`config.mk`:
```
export PLATFORM = sky130hd
export DESIGN_NAME = pde_pin_select
export DESIGN_NICKNAME = d
export VERILOG_FILES = /design/src/logic/pde_pkg.sv /design/src/logic/pde_pin_select.sv
export SDC_FILE = /design/constraint.sdc
export NUM_CORES = 1
export LEC_CHECK = 0
export ABC_AREA = 1
export BUFFER_PORTS_ARGS = -buffer_cell sky130_fd_sc_hd__buf_2
export CORE_ASPECT_RATIO = 1.4
export CORE_MARGIN = 2
export CORE_UTILIZATION = 47
export DETAILED_ROUTE_END_ITERATION = 10
export GPL_TIMING_DRIVEN = 0
export PLACE_DENSITY_LB_ADDON = 0.15
export SLEW_MARGIN = 30
export SYNTH_ARGS = -nofsm -noshare
export SYNTH_HDL_FRONTEND = slang
export SYNTH_SLANG_ARGS = --single-unit
```
`constraint.sdc`:
```
create_clock -name core_clk -period 1.65 [get_ports core_clk]
set_input_delay 0.4125 -clock core_clk [delete_from_list [all_inputs] [get_ports core_clk]]
set_output_delay 0.4125 -clock core_clk [all_outputs]
set_load 0.005 [all_outputs]
```
`src/logic/pde_pkg.sv`:
```
// Constants and carrier types for the port D / port E pad function select.
// Assumes a single 200 MHz core clock and a synchronous active-low reset.
`default_nettype none
package pde_pkg;
    localparam int PORT_D_W = 8;
    localparam int PORT_E_W = 2;
    localparam int CS_PINS = 6;
    localparam int SER1_TX_BIT = 6;
    localparam int SER1_RX_BIT = 7;
    localparam int SER0_TX_BIT = 0;
    localparam int SER0_RX_BIT = 1;
    // Function select: 1 = peripheral, 0 = general-purpose I/O
    localparam logic [7:0] PORT_D_FUNC_RST = 8'hc0;
    localparam logic [1:0] PORT_E_FUNC_RST = 2'h3;
    localparam logic [7:0] PORT_D_DIR_RST = 8'h00;
    localparam logic [1:0] PORT_E_DIR_RST = 2'h0;
    localparam logic [7:0] PORT_D_OUT_RST = 8'h00;
    localparam logic [1:0] PORT_E_OUT_RST = 2'h0;
    localparam logic [7:0] PORT_D_PULL_RST = 8'hff;
    localparam logic [1:0] PORT_E_PULL_RST = 2'h3;
    localparam logic BUS_DRIVE_RST = 1'b0;
    localparam logic DBG_PULL_OFF_RST = 1'b0;
    localparam logic CS01_STROBE_RST = 1'b1;

    typedef struct packed {
        logic [7:0] portDFunc;
        logic [7:0] portDDir;
        logic [7:0] portDOut;
        logic [7:0] portDPull;
        logic [1:0] portEFunc;
        logic [1:0] portEDir;
        logic [1:0] portEOut;
        logic [1:0] portEPull;
        logic busDriveBit;
        logic dbgPullOff;
    } pde_cfg_t;

    typedef struct packed {
        logic [7:0] out;
        logic [7:0] oe;
        logic [7:0] pull;
    } pde_pad_d_t;

    typedef struct packed {
        logic [1:0] out;
        logic [1:0] oe;
        logic [1:0] pull;
    } pde_pad_e_t;

    typedef struct packed {
        logic progOut;
        logic progOe;
        logic dataOut;
        logic dataOe;
    } pde_strobe_t;

    typedef struct packed {
        logic tdoOut;
        logic tdoOe;
        logic tmsPull;
        logic tdiPull;
        logic tckPullDown;
    } pde_dbg_t;
endpackage
`default_nettype wire

```
`src/logic/pde_pin_select.sv`:
```
// Pad function select and pull control for port D, port E and debug pads.
// Assumes config is loaded by a one-cycle strobe and all inputs are
// synchronous to core_clk.
`timescale 1ns/1ps
`default_nettype none
module pde_pin_select (
    // Clock and reset
    input wire logic core_clk,
    input wire logic rst_n,
    // Configuration load
    input wire logic cfgLoad,
    input wire pde_pkg::pde_cfg_t cfgIn,
    output pde_pkg::pde_cfg_t cfgOut,
    // External memory interface side, selects active low
    input wire logic [7:0] chipSelectN,
    input wire logic busActive,
    // Serial channel side
    input wire logic serial0Transmit,
    input wire logic serial1Transmit,
    output logic serial0Receive,
    output logic serial1Receive,
    // GPIO input values
    output logic [7:0] portDIn,
    output logic [1:0] portEIn,
    // Pads
    input wire logic [7:0] padDIn,
    input wire logic [1:0] padEIn,
    output pde_pkg::pde_pad_d_t padD,
    output pde_pkg::pde_pad_e_t padE,
    output pde_pkg::pde_strobe_t strobePads,
    // Test controller and debug pads
    input wire logic tapShiftIr,
    input wire logic tapShiftDr,
    input wire logic tdoData,
    output pde_pkg::pde_dbg_t dbgPads
);
    pde_pkg::pde_cfg_t cfg_r, cfg_nxt;
    pde_pkg::pde_pad_d_t padD_r, padD_nxt;
    pde_pkg::pde_pad_e_t padE_r, padE_nxt;
    pde_pkg::pde_strobe_t strobe_r, strobe_nxt;
    pde_pkg::pde_dbg_t dbg_r, dbg_nxt;
    logic [7:0] portDIn_r, portDIn_nxt;
    logic [1:0] portEIn_r, portEIn_nxt;
    logic ser0Rx_r, ser0Rx_nxt, ser1Rx_r, ser1Rx_nxt;
    logic csDrive;
    // Peripheral-side pad drive per port D pin, fixed by pin position
    wire logic [7:0] dPeriOut, dPeriOe;

    ////////////////////////////////////////////////////////////////////////
    // Configuration state
    always_comb begin
        cfg_nxt = cfg_r;
        if (cfgLoad) begin
            cfg_nxt = cfgIn;
        end
    end

    always_ff @(posedge core_clk) begin
        if (!rst_n) begin
            cfg_r.portDFunc <= pde_pkg::PORT_D_FUNC_RST;
            cfg_r.portDDir <= pde_pkg::PORT_D_DIR_RST;
            cfg_r.portDOut <= pde_pkg::PORT_D_OUT_RST;
            cfg_r.portDPull <= pde_pkg::PORT_D_PULL_RST;
            cfg_r.portEFunc <= pde_pkg::PORT_E_FUNC_RST;
            cfg_r.portEDir <= pde_pkg::PORT_E_DIR_RST;
            cfg_r.portEOut <= pde_pkg::PORT_E_OUT_RST;
            cfg_r.portEPull <= pde_pkg::PORT_E_PULL_RST;
            cfg_r.busDriveBit <= pde_pkg::BUS_DRIVE_RST;
            cfg_r.dbgPullOff <= pde_pkg::DBG_PULL_OFF_RST;
        end else begin
            cfg_r <= cfg_nxt;
        end
    end

    ////////////////////////////////////////////////////////////////////////
    // Port D pads
    assign csDrive = cfg_r.busDriveBit | busActive;

    for (genvar i = 0; i < pde_pkg::PORT_D_W; i++) begin : g_portD
        // Chosen at elaboration so no select index runs out of range
        if (i < pde_pkg::CS_PINS) begin : g_cs
            assign dPeriOut[i] = chipSelectN[i + 2];
            assign dPeriOe[i] = csDrive;
        end else if (i == pde_pkg::SER1_TX_BIT) begin : g_tx
            assign dPeriOut[i] = serial1Transmit;
            assign dPeriOe[i] = 1'b1;
        end else begin : g_rx
            assign dPeriOut[i] = 1'b0;
            assign dPeriOe[i] = 1'b0;
        end
        always_comb begin
            padD_nxt.pull[i] = cfg_r.portDPull[i];
            portDIn_nxt[i] = padDIn[i];
            if (!cfg_r.portDFunc[i]) begin
                padD_nxt.out[i] = cfg_r.portDOut[i];
                padD_nxt.oe[i] = cfg_r.portDDir[i];
            end else begin
                padD_nxt.out[i] = dPeriOut[i];
                padD_nxt.oe[i] = dPeriOe[i];
            end
        end
    end

    ////////////////////////////////////////////////////////////////////////
    // Port E pads and serial receive paths
    for (genvar j = 0; j < pde_pkg::PORT_E_W; j++) begin : g_portE
        always_comb begin
            padE_nxt.pull[j] = cfg_r.portEPull[j];
            portEIn_nxt[j] = padEIn[j];
            if (!cfg_r.portEFunc[j]) begin
                padE_nxt.out[j] = cfg_r.portEOut[j];
                padE_nxt.oe[j] = cfg_r.portEDir[j];
            end else if (j == pde_pkg::SER0_TX_BIT) begin
                padE_nxt.out[j] = serial0Transmit;
                padE_nxt.oe[j] = 1'b1;
            end else begin
                padE_nxt.out[j] = 1'b0;
                padE_nxt.oe[j] = 1'b0;
            end
        end
    end

    // Receivers idle high when their pin is taken for GPIO
    always_comb begin
        ser0Rx_nxt = cfg_r.portEFunc[pde_pkg::SER0_RX_BIT] ?
            padEIn[pde_pkg::SER0_RX_BIT] : 1'b1;
        ser1Rx_nxt = cfg_r.portDFunc[pde_pkg::SER1_RX_BIT] ?
            padDIn[pde_pkg::SER1_RX_BIT] : 1'b1;
    end

    ////////////////////////////////////////////////////////////////////////
    // Memory strobes and debug pads
    always_comb begin
        strobe_nxt.progOut = chipSelectN[0];
        strobe_nxt.progOe = csDrive;
        strobe_nxt.dataOut = chipSelectN[1];
        strobe_nxt.dataOe = csDrive;
        dbg_nxt.tdoOut = tdoData;
        dbg_nxt.tdoOe = tapShiftIr | tapShiftDr;
        dbg_nxt.tmsPull = ~cfg_r.dbgPullOff;
        dbg_nxt.tdiPull = ~cfg_r.dbgPullOff;
        dbg_nxt.tckPullDown = 1'b1;
    end

    always_ff @(posedge core_clk) begin
        if (!rst_n) begin
            padD_r.out <= pde_pkg::PORT_D_OUT_RST;
            padD_r.oe <= pde_pkg::PORT_D_DIR_RST;
            padD_r.pull <= pde_pkg::PORT_D_PULL_RST;
            padE_r.out <= pde_pkg::PORT_E_OUT_RST;
            padE_r.oe <= pde_pkg::PORT_E_DIR_RST;
            padE_r.pull <= pde_pkg::PORT_E_PULL_RST;
            strobe_r <= '{progOut: 1'b1, progOe: 1'b0, dataOut: 1'b1, dataOe: 1'b0};
            dbg_r <= '{tdoOut: 1'b0, tdoOe: 1'b0, tmsPull: 1'b1, tdiPull: 1'b1,
                       tckPullDown: 1'b1};
            portDIn_r <= 8'h00;
            portEIn_r <= 2'h0;
            ser0Rx_r <= 1'b1;
            ser1Rx_r <= 1'b1;
        end else begin
            padD_r <= padD_nxt;
            padE_r <= padE_nxt;
            strobe_r <= strobe_nxt;
            dbg_r <= dbg_nxt;
            portDIn_r <= portDIn_nxt;
            portEIn_r <= portEIn_nxt;
            ser0Rx_r <= ser0Rx_nxt;
            ser1Rx_r <= ser1Rx_nxt;
        end
    end

    assign cfgOut = cfg_r;
    assign padD = padD_r;
    assign padE = padE_r;
    assign strobePads = strobe_r;
    assign dbgPads = dbg_r;
    assign portDIn = portDIn_r;
    assign portEIn = portEIn_r;
    assign serial0Receive = ser0Rx_r;
    assign serial1Receive = ser1Rx_r;
endmodule
`default_nettype wire

```
==> metrics.cfg, run 1 <==
[cells_and_area]
drive_above_1_share = 0.411
nFillCells = 533
stdcell_count = 598
nNetsFinal = 590
fin_area_sq_mm = 0.00404
syn2layout_area_growth_pct = 35.4
post-route-util = 0.655
antenna_cells = 0

[clocking]
clk_latency_ns = 0.36
cts_tree = built
ctsHtreeMaxLevel = 3
post-cts-setup-buffers = 0
cts-root-buf = clkbuf_8
cts_sinks = 90
clk_pin_slew_worst_paths_ns = 0.09
ctsHoldBuffers = 0
cts_made_buffers = 9
cts_buffer_depth = 2
post_cts_resized = 0

[floorplan]
die-area_sq_mm = 0.00701
start_util = 0.484
ios = 162
coreArea_sq_mm = 0.00617
die_y_um = 98.3
die_w_um = 71.4
row_count = 34

[timing]
clock_skew_ns = 0.0133
timing.hold.ws_ns = 0.231
slew_violations = 0
finalHoldViolations = 0
setup_viol = 0
setup_tns_ns = 0
fin_crit_sh = 0.843
rsz0062_at_grt = no
period_needed_ns = 1.39
fmax_mhz = 719

[setup_path]
r2r_end = padD[8]$_SDFF_PN0_
required_ns = 1.24
worstRegToRegCells = 4
rrSetupSlack_ns = 0.79
startpoint = cfgOut[41]$_SDFFE_PN1P_
max_stage_delay_ns = 0.46
critPathCaptureType = primary output
cpLargestDelayFamily = flip-flops
slowest_stage = dfxtp_1
crit_chain = buf_2
critPathArrivalTime_ns = 0.98
rr_startpoint = cfgOut[1]$_SDFFE_PN0P_
path_depth = 1
cp-endpoint = cfgOut[41]
path_class = reg -> out
cp_max_fo = 5
cp_num_buf_inv = 1
start_kind = flip-flop

[synthesis]
ys_seq_area_frac = 0.604
yosysUniqueCellTypes = 17
netlist_top_cells_area = dfxtp_1, nor2_1, o21ai_0
synthCells = 351
synth_nets = 420
syn_area_sq_mm = 0.00299
synth_top_area_share = 0.604
avgSynthCellArea_sq_um = 8.51
ys_warn_count = 0
synth_seq_cells = 90
synth.largest_area_cell = dfxtp_1

[routing]
totalWireLength_um = 7310
dr.pass1.iters = 5
drt_drc_violations_left = 0
dr_total_vias = 2767
via_per_inst = 4.63
dr.first_iter.drc_count = 102
avgRoutedWirePerCell_um = 12.2
ant_nets = 0

[power_and_ir_drop]
power.share.clock = 0.312
p_int_mw = 3.12
net-switching-power_mw = 1.08
seqPwrFrac = 0.568
power_leakage_nw = 2.15
power_frac_comb = 0.120
powerDensity_mw_per_mm2 = 1040
ir_drop_mv = 0.658
switching_share = 0.257

[place]
placed_area_sq_mm = 0.00387
dp_hpwl_um = 5430
gp_congestion = 0.728
io_buffer_count = 159
dp_cells = 582

[global_routing]
grt_max_degree = 16
grt_pass1_wl_um = 11500
grt_pass1_vias = 2531
grt_overflow = 0
antenna_found_initial = 0
grt_util_all_layers = 0.211

[hold_path]
hold_class = in -> reg

[run_status]
status = complete, no violations

[job]
drv_cap = 0

synth_stat cells:
cell type / n
dfxtp_1: 90
nor2_1: 90
o21ai_0: 42
nand2_1: 41
inv_1: 21
buf_2: 14
buf_4: 14
nand3_1: 14
or2_2: 9
nor3b_1: 4
or2_1: 3
clkbuf_2: 2
inv_2: 2
nand3b_1: 2
a21oi_1: 1
buf_6: 1
conb_1: 1
layout by cell type (no fill, tap or decap), drive strengths merged:
master and count:
a21oi 1, buf 188, clkbuf 12, clkinv 3
clkinvlp 2, conb 1, dfxtp 90, inv 24
nand2 41, nand3 14, nand3b 2, nor2 90
nor3b 4, o21ai 42, or2 12
per-layer routing:
metal	part of all wire	global-route usage	up-vias
li1	-	-	1408
met1	0.41	0.236	1240
met2	0.49	0.360	106
met3	0.078	0.0609	13
met4	0.019	0.104	0
met5	0	0	-
registers in the layout, indices dropped and copies added (netlist names):
signal,cells
portEIn,2
padE,6
serial0Receive,1
strobePads,3
serial1Receive,1
cfgOut,42
padD,24
portDIn,8
dbgPads,3
kinds of logic (layout without fill, tap and decap cells):
family,after synthesis,in the layout,synth area share
buffers and inverters,54,229,0.0947
and+or+nand+nor,163,163,0.228
other,1,1,0.00126
DFF,90,90,0.604
AOI/OAI and AO/OA,43,43,0.0721
worst min-delay path by stage:
stage | start | endpoint | slack (ns) | cells past startpoint
after global routing | tdoData | dbgPads[4]$_SDFF_PN0_ | 0.23 | 3
after detailed placement | cfgOut[0]$_SDFFE_PN0P_ | dbgPads[1]$_SDFF_PN1_ | 0.39 | 1
final | tdoData | dbgPads[4]$_SDFF_PN0_ | 0.23 | 3
after floorplan | cfgOut[0]$_SDFFE_PN0P_ | dbgPads[1]$_SDFF_PN1_ | 0.38 | 1
after global placement | cfgOut[0]$_SDFFE_PN0P_ | dbgPads[1]$_SDFF_PN1_ | 0.38 | 1
after CTS | chipSelectN[0] | strobePads[3]$_SDFF_PN1_ | 0.22 | 2
power groups by stage:
stage               logic (mW)  clock network, mW  registers, mW
global route             0.568               1.42           2.40
CTS                      0.512               1.35           2.38
global placement         0.500                  0           2.43
detailed placement       0.509                  0           2.43
finish                   0.504               1.31           2.38
floorplan                0.226                  0           2.44
worst min-delay path: cells and delay by family:
kind                   cells  cell delay (ns)
buffers and inverters      2             0.11
AND/OR/NAND/NOR            1             0.04
through the flow:
stage               setup WS, ns  total power [mW]
finish                     0.260              4.20
floorplan                  0.606              2.66
global placement           0.505              2.93
global route               0.212              4.39
CTS                        0.232              4.24
detailed placement         0.501              2.94
layout make-up:
type                            instances  area, sq um  area share
Sequential cell                        90         1800       0.446
Timing Repair Buffer                  159          796       0.197
Clock inverter                          6         42.5      0.0105
Buffer                                 31          196      0.0486
Clock buffer                           10          128      0.0316
Multi-Input combinational cell        207          901       0.223
Inverter                               23         86.3      0.0214
Tap cell                               72         90.1      0.0223
No activity file was read; power rests on OpenSTA's default activity.
==> run 2: changes to the inputs <==
--- a/config.mk
+++ b/config.mk
@@ -5,11 +5,11 @@
 export SDC_FILE = /design/constraint.sdc
 export NUM_CORES = 1
 export LEC_CHECK = 0
-export ABC_AREA = 1
+export ABC_AREA = 0
 export BUFFER_PORTS_ARGS = -buffer_cell sky130_fd_sc_hd__buf_2
 export CORE_ASPECT_RATIO = 1.4
 export CORE_MARGIN = 2
-export CORE_UTILIZATION = 47
+export CORE_UTILIZATION = 44
 export DETAILED_ROUTE_END_ITERATION = 10
 export GPL_TIMING_DRIVEN = 0
 export PLACE_DENSITY_LB_ADDON = 0.15
==> constraint.sdc (replaced) <==
create_clock -name core_clk -period 1.4 [get_ports core_clk]
set_input_delay 0.35 -clock core_clk [delete_from_list [all_inputs] [get_ports core_clk]]
set_output_delay 0.35 -clock core_clk [all_outputs]
set_load 0.005 [all_outputs]
==> run 2 against run 1 <==
  * Via count decreased by 16%
  * Highest routed layer unchanged
  * Sequential share of layout area decreased by 1.5 points
  * Die area increased by 11%
  * First-iteration DRC count decreased by 61%
  * Area after synthesis increased by 4.0%
  * Routed wire length decreased by 5.8%
  * Non-clock buffer count decreased by 4
  * Sequential cell count unchanged
  * Cell count decreased by 11%
  * Clock skew decreased by 0.0083 ns
  * Global-route usage decreased by 3.2 points
==> metrics.cfg, run 2 <==
[run_status]
status = complete, no violations  ; unchanged

[timing]
worst_slew_margin_rel = 0.653
timing.hold.ws_ns = 0.192  ; was 0.231 ns
fmax_mhz = 778
slew_violations = 0  ; unchanged
finalHoldViolations = 0  ; unchanged
period_needed_ns = 1.28
clock_skew_ns = 0.00505  ; was 0.0133 ns
setup_slack_ns = 0.115  ; was 0.260 ns
worst_slew_pin_slew_ns = 0.519
fin_crit_sh = 0.918
setup_viol = 0  ; unchanged
setup_tns_ns = 0  ; unchanged
rsz0062_at_grt = no  ; unchanged

[routing]
via_per_inst = 4.37  ; was 4.63
ant_nets = 0  ; unchanged
dr_total_vias = 2332  ; was 2767
avgRoutedWirePerCell_um = 12.9  ; was 12.2 um
dr.first_iter.drc_count = 40  ; was 102
drt_drc_violations_left = 0  ; unchanged
totalWireLength_um = 6890  ; was 7310 um
dr.pass1.iters = 4  ; was 5

[power_and_ir_drop]
seqPwrFrac = 0.565  ; was 0.568
finalPower_mw = 4.91  ; was 4.20 mW
power_frac_comb = 0.118  ; was 0.120
net-switching-power_mw = 1.15  ; was 1.08 mW
power_leakage_nw = 2.10  ; was 2.15 nW
powerDensity_mw_per_mm2 = 1170  ; was 1040 mW/mm^2
switching_share = 0.234  ; was 0.257
p_int_mw = 3.76  ; was 3.12 mW
ir_drop_mv = 0.682  ; was 0.658 mV
power.share.clock = 0.318  ; was 0.312

[setup_path]
max_stage_delay_ns = 0.44  ; was 0.46 ns
cp_num_buf_inv = 1  ; unchanged
critPathCaptureType = primary output  ; unchanged
cp_max_fo = 4  ; was 5
cpLargestDelayFamily = flip-flops  ; unchanged
worstRegToRegCells = 2  ; was 4
required_ns = 1.05  ; was 1.24 ns
path_class = reg -> out  ; unchanged
rr_startpoint = cfgOut[1]$_SDFFE_PN0P_  ; unchanged
start_kind = flip-flop  ; unchanged
rrSetupSlack_ns = 0.37  ; was 0.79 ns
critPathArrivalTime_ns = 0.93  ; was 0.98 ns
crit_chain = buf_2  ; unchanged
r2r_end = padD[11]$_SDFF_PN0_  ; was padD[8]$_SDFF_PN0_
slowest_stage = dfxtp_1  ; unchanged

[clocking]
clk_latency_ns = 0.34  ; was 0.36 ns
cts_tree = built  ; unchanged
cts-root-buf = clkbuf_8  ; unchanged
clk_pin_slew_worst_paths_ns = 0.08  ; was 0.09 ns
ctsHtreeMaxLevel = 3  ; unchanged
post_cts_resized = 0  ; unchanged
ctsHoldBuffers = 0  ; unchanged
post-cts-setup-buffers = 0  ; unchanged
cts_buffer_depth = 2  ; unchanged
cts_sinks = 90  ; unchanged
cts_made_buffers = 9  ; unchanged

[cells_and_area]
syn2layout_area_growth_pct = 34.8  ; was 35.4%
final_cell_mix = buf_2, dfxtp_1, mux2i_1  ; was buf_2, nor2_1, dfxtp_1
nNetsFinal = 504  ; was 590
post-route-util = 0.607  ; was 0.655
stdcell_count = 534  ; was 598
largest_reg_flops = 42  ; unchanged
fin_area_sq_mm = 0.00418  ; was 0.00404 sq mm
antenna_cells = 0  ; unchanged
mostFrequentLayoutCell = buf_2  ; unchanged
drive_above_1_share = 0.446  ; was 0.411

[place]
dp_cells = 519  ; was 582
dp_hpwl_um = 5180  ; was 5430 um
post-place-ws_ns = 0.210  ; was 0.501 ns
placed_area_sq_mm = 0.00401  ; was 0.00387 sq mm
io_buffer_count = 158  ; was 159
gp_congestion = 0.692  ; was 0.728

[floorplan]
die_w_um = 75.0  ; was 71.4 um
ios = 162  ; unchanged
die_y_um = 103  ; was 98.3 um
row_count = 36  ; was 34
start_util = 0.450  ; was 0.484
coreArea_sq_mm = 0.00689  ; was 0.00617 sq mm
die-area_sq_mm = 0.00775  ; was 0.00701 sq mm

[synthesis]
synth_nets = 335  ; was 420
synth-main-ff-cell = dfxtp_1  ; unchanged
synth_edf_count = 0  ; unchanged
ys_async_sr_fraction = 0  ; unchanged
yosysUniqueCellTypes = 19  ; was 17
ys_warn_count = 0  ; unchanged
synth.largest_area_cell = dfxtp_1  ; unchanged
synth_top_area_share = 0.580  ; was 0.604
synthCells = 266  ; was 351
synth_seq_cells = 90  ; unchanged
synthMostInstantiatedCell = dfxtp_1
avgSynthCellArea_sq_um = 11.7  ; was 8.51 sq um
synthTopCellsByCount = dfxtp_1, mux2i_1, nor2b_1  ; was dfxtp_1, nor2_1, o21ai_0
netlist_top_cells_area = dfxtp_1, mux2i_1, nor2b_1  ; was dfxtp_1, nor2_1, o21ai_0
syn_area_sq_mm = 0.00310  ; was 0.00299 sq mm
ys_seq_area_frac = 0.580  ; was 0.604

[hold_path]
hold_class = in -> reg  ; unchanged
min_to = strobePads[1]$_SDFF_PN1_  ; was dbgPads[4]$_SDFF_PN0_
hold-path-cell-count = 2  ; was 3
min-delay-start = chipSelectN[1]  ; was tdoData

[global_routing]
grt_max_degree = 14  ; was 16
antenna_found_initial = 0  ; unchanged
grt_pass1_wl_um = 10200  ; was 11500 um
grt_util_all_layers = 0.179  ; was 0.211
grt_pass1_vias = 2088  ; was 2531
grt_overflow = 0  ; unchanged

[job]
drv_cap = 0  ; unchanged

[run 2: cell types whose count changed after synthesis, sizes merged, moves of 5 or more]
cell and delta:
or2 -12, a21oi +5, nand2 -26, mux2i +50
nand2b +12, nor2 -89, inv -23, nand3 -14
buf -6, and2 +11, nor2b +37, o21ai -36
[run 2: area by class of cell]
cell class                      count  area (sq um)
Buffer                             28           230
Clock buffer                       12           155
Clock inverter                      3          15.0
Fill cell                         620          2710
Multi-Input combinational cell    148          1070
Sequential cell                    90          1800
Tap cell                           95           119
Timing Repair Buffer              158           791
[run 2: metal layers]
layer | routed length (um) | GRT usage | part of all wire | vias to the layer above
met4 | 112 | 0.0948 | 0.016 | 0
met1 | 2700 | 0.203 | 0.39 | 1048
met3 | 499 | 0.0455 | 0.072 | 10
met2 | 3580 | 0.305 | 0.52 | 88
li1 | - | - | - | 1186
met5 | 0 | 0 | 0 | -
[run 2: worst max-delay path by stage]
stage / endpoint / slack, ns / cells after the start / startpoint
2_1_floorplan: cfgOut[10]$_SDFFE_PN1P_ / 0.42 / 4 / cfgLoad
3_3_place_gp: cfgOut[9]$_SDFFE_PN1P_ / 0.21 / 4 / rst_n
3_5_place_dp: cfgOut[9]$_SDFFE_PN1P_ / 0.21 / 4 / rst_n
4_1_cts: cfgOut[40] / 0.1 / 1 / cfgOut[40]$_SDFFE_PN1P_
5_1_grt: cfgOut[39] / 0.06 / 1 / cfgOut[39]$_SDFFE_PN0P_
6_report: cfgOut[40] / 0.12 / 1 / cfgOut[40]$_SDFFE_PN1P_
[run 2: logic make-up after synthesis]
logic type / count (synthesis) / synth area share
compound gates: 15 / 0.0266
simple gates: 82 / 0.156
flops: 90 / 0.580
mux: 50 / 0.161
buf+inv: 28 / 0.0742
other cells: 1 / 0.00121
[run 2: power groups by stage]
stage | Sequential, mW | Combinational, mW | Clock (mW)
after CTS | 2.78 | 0.591 | 1.61
after global routing | 2.80 | 0.648 | 1.73
final | 2.77 | 0.579 | 1.56
after global placement | 2.83 | 0.579 | 0
after floorplan | 2.84 | 0.289 | 0
after detailed placement | 2.83 | 0.590 | 0
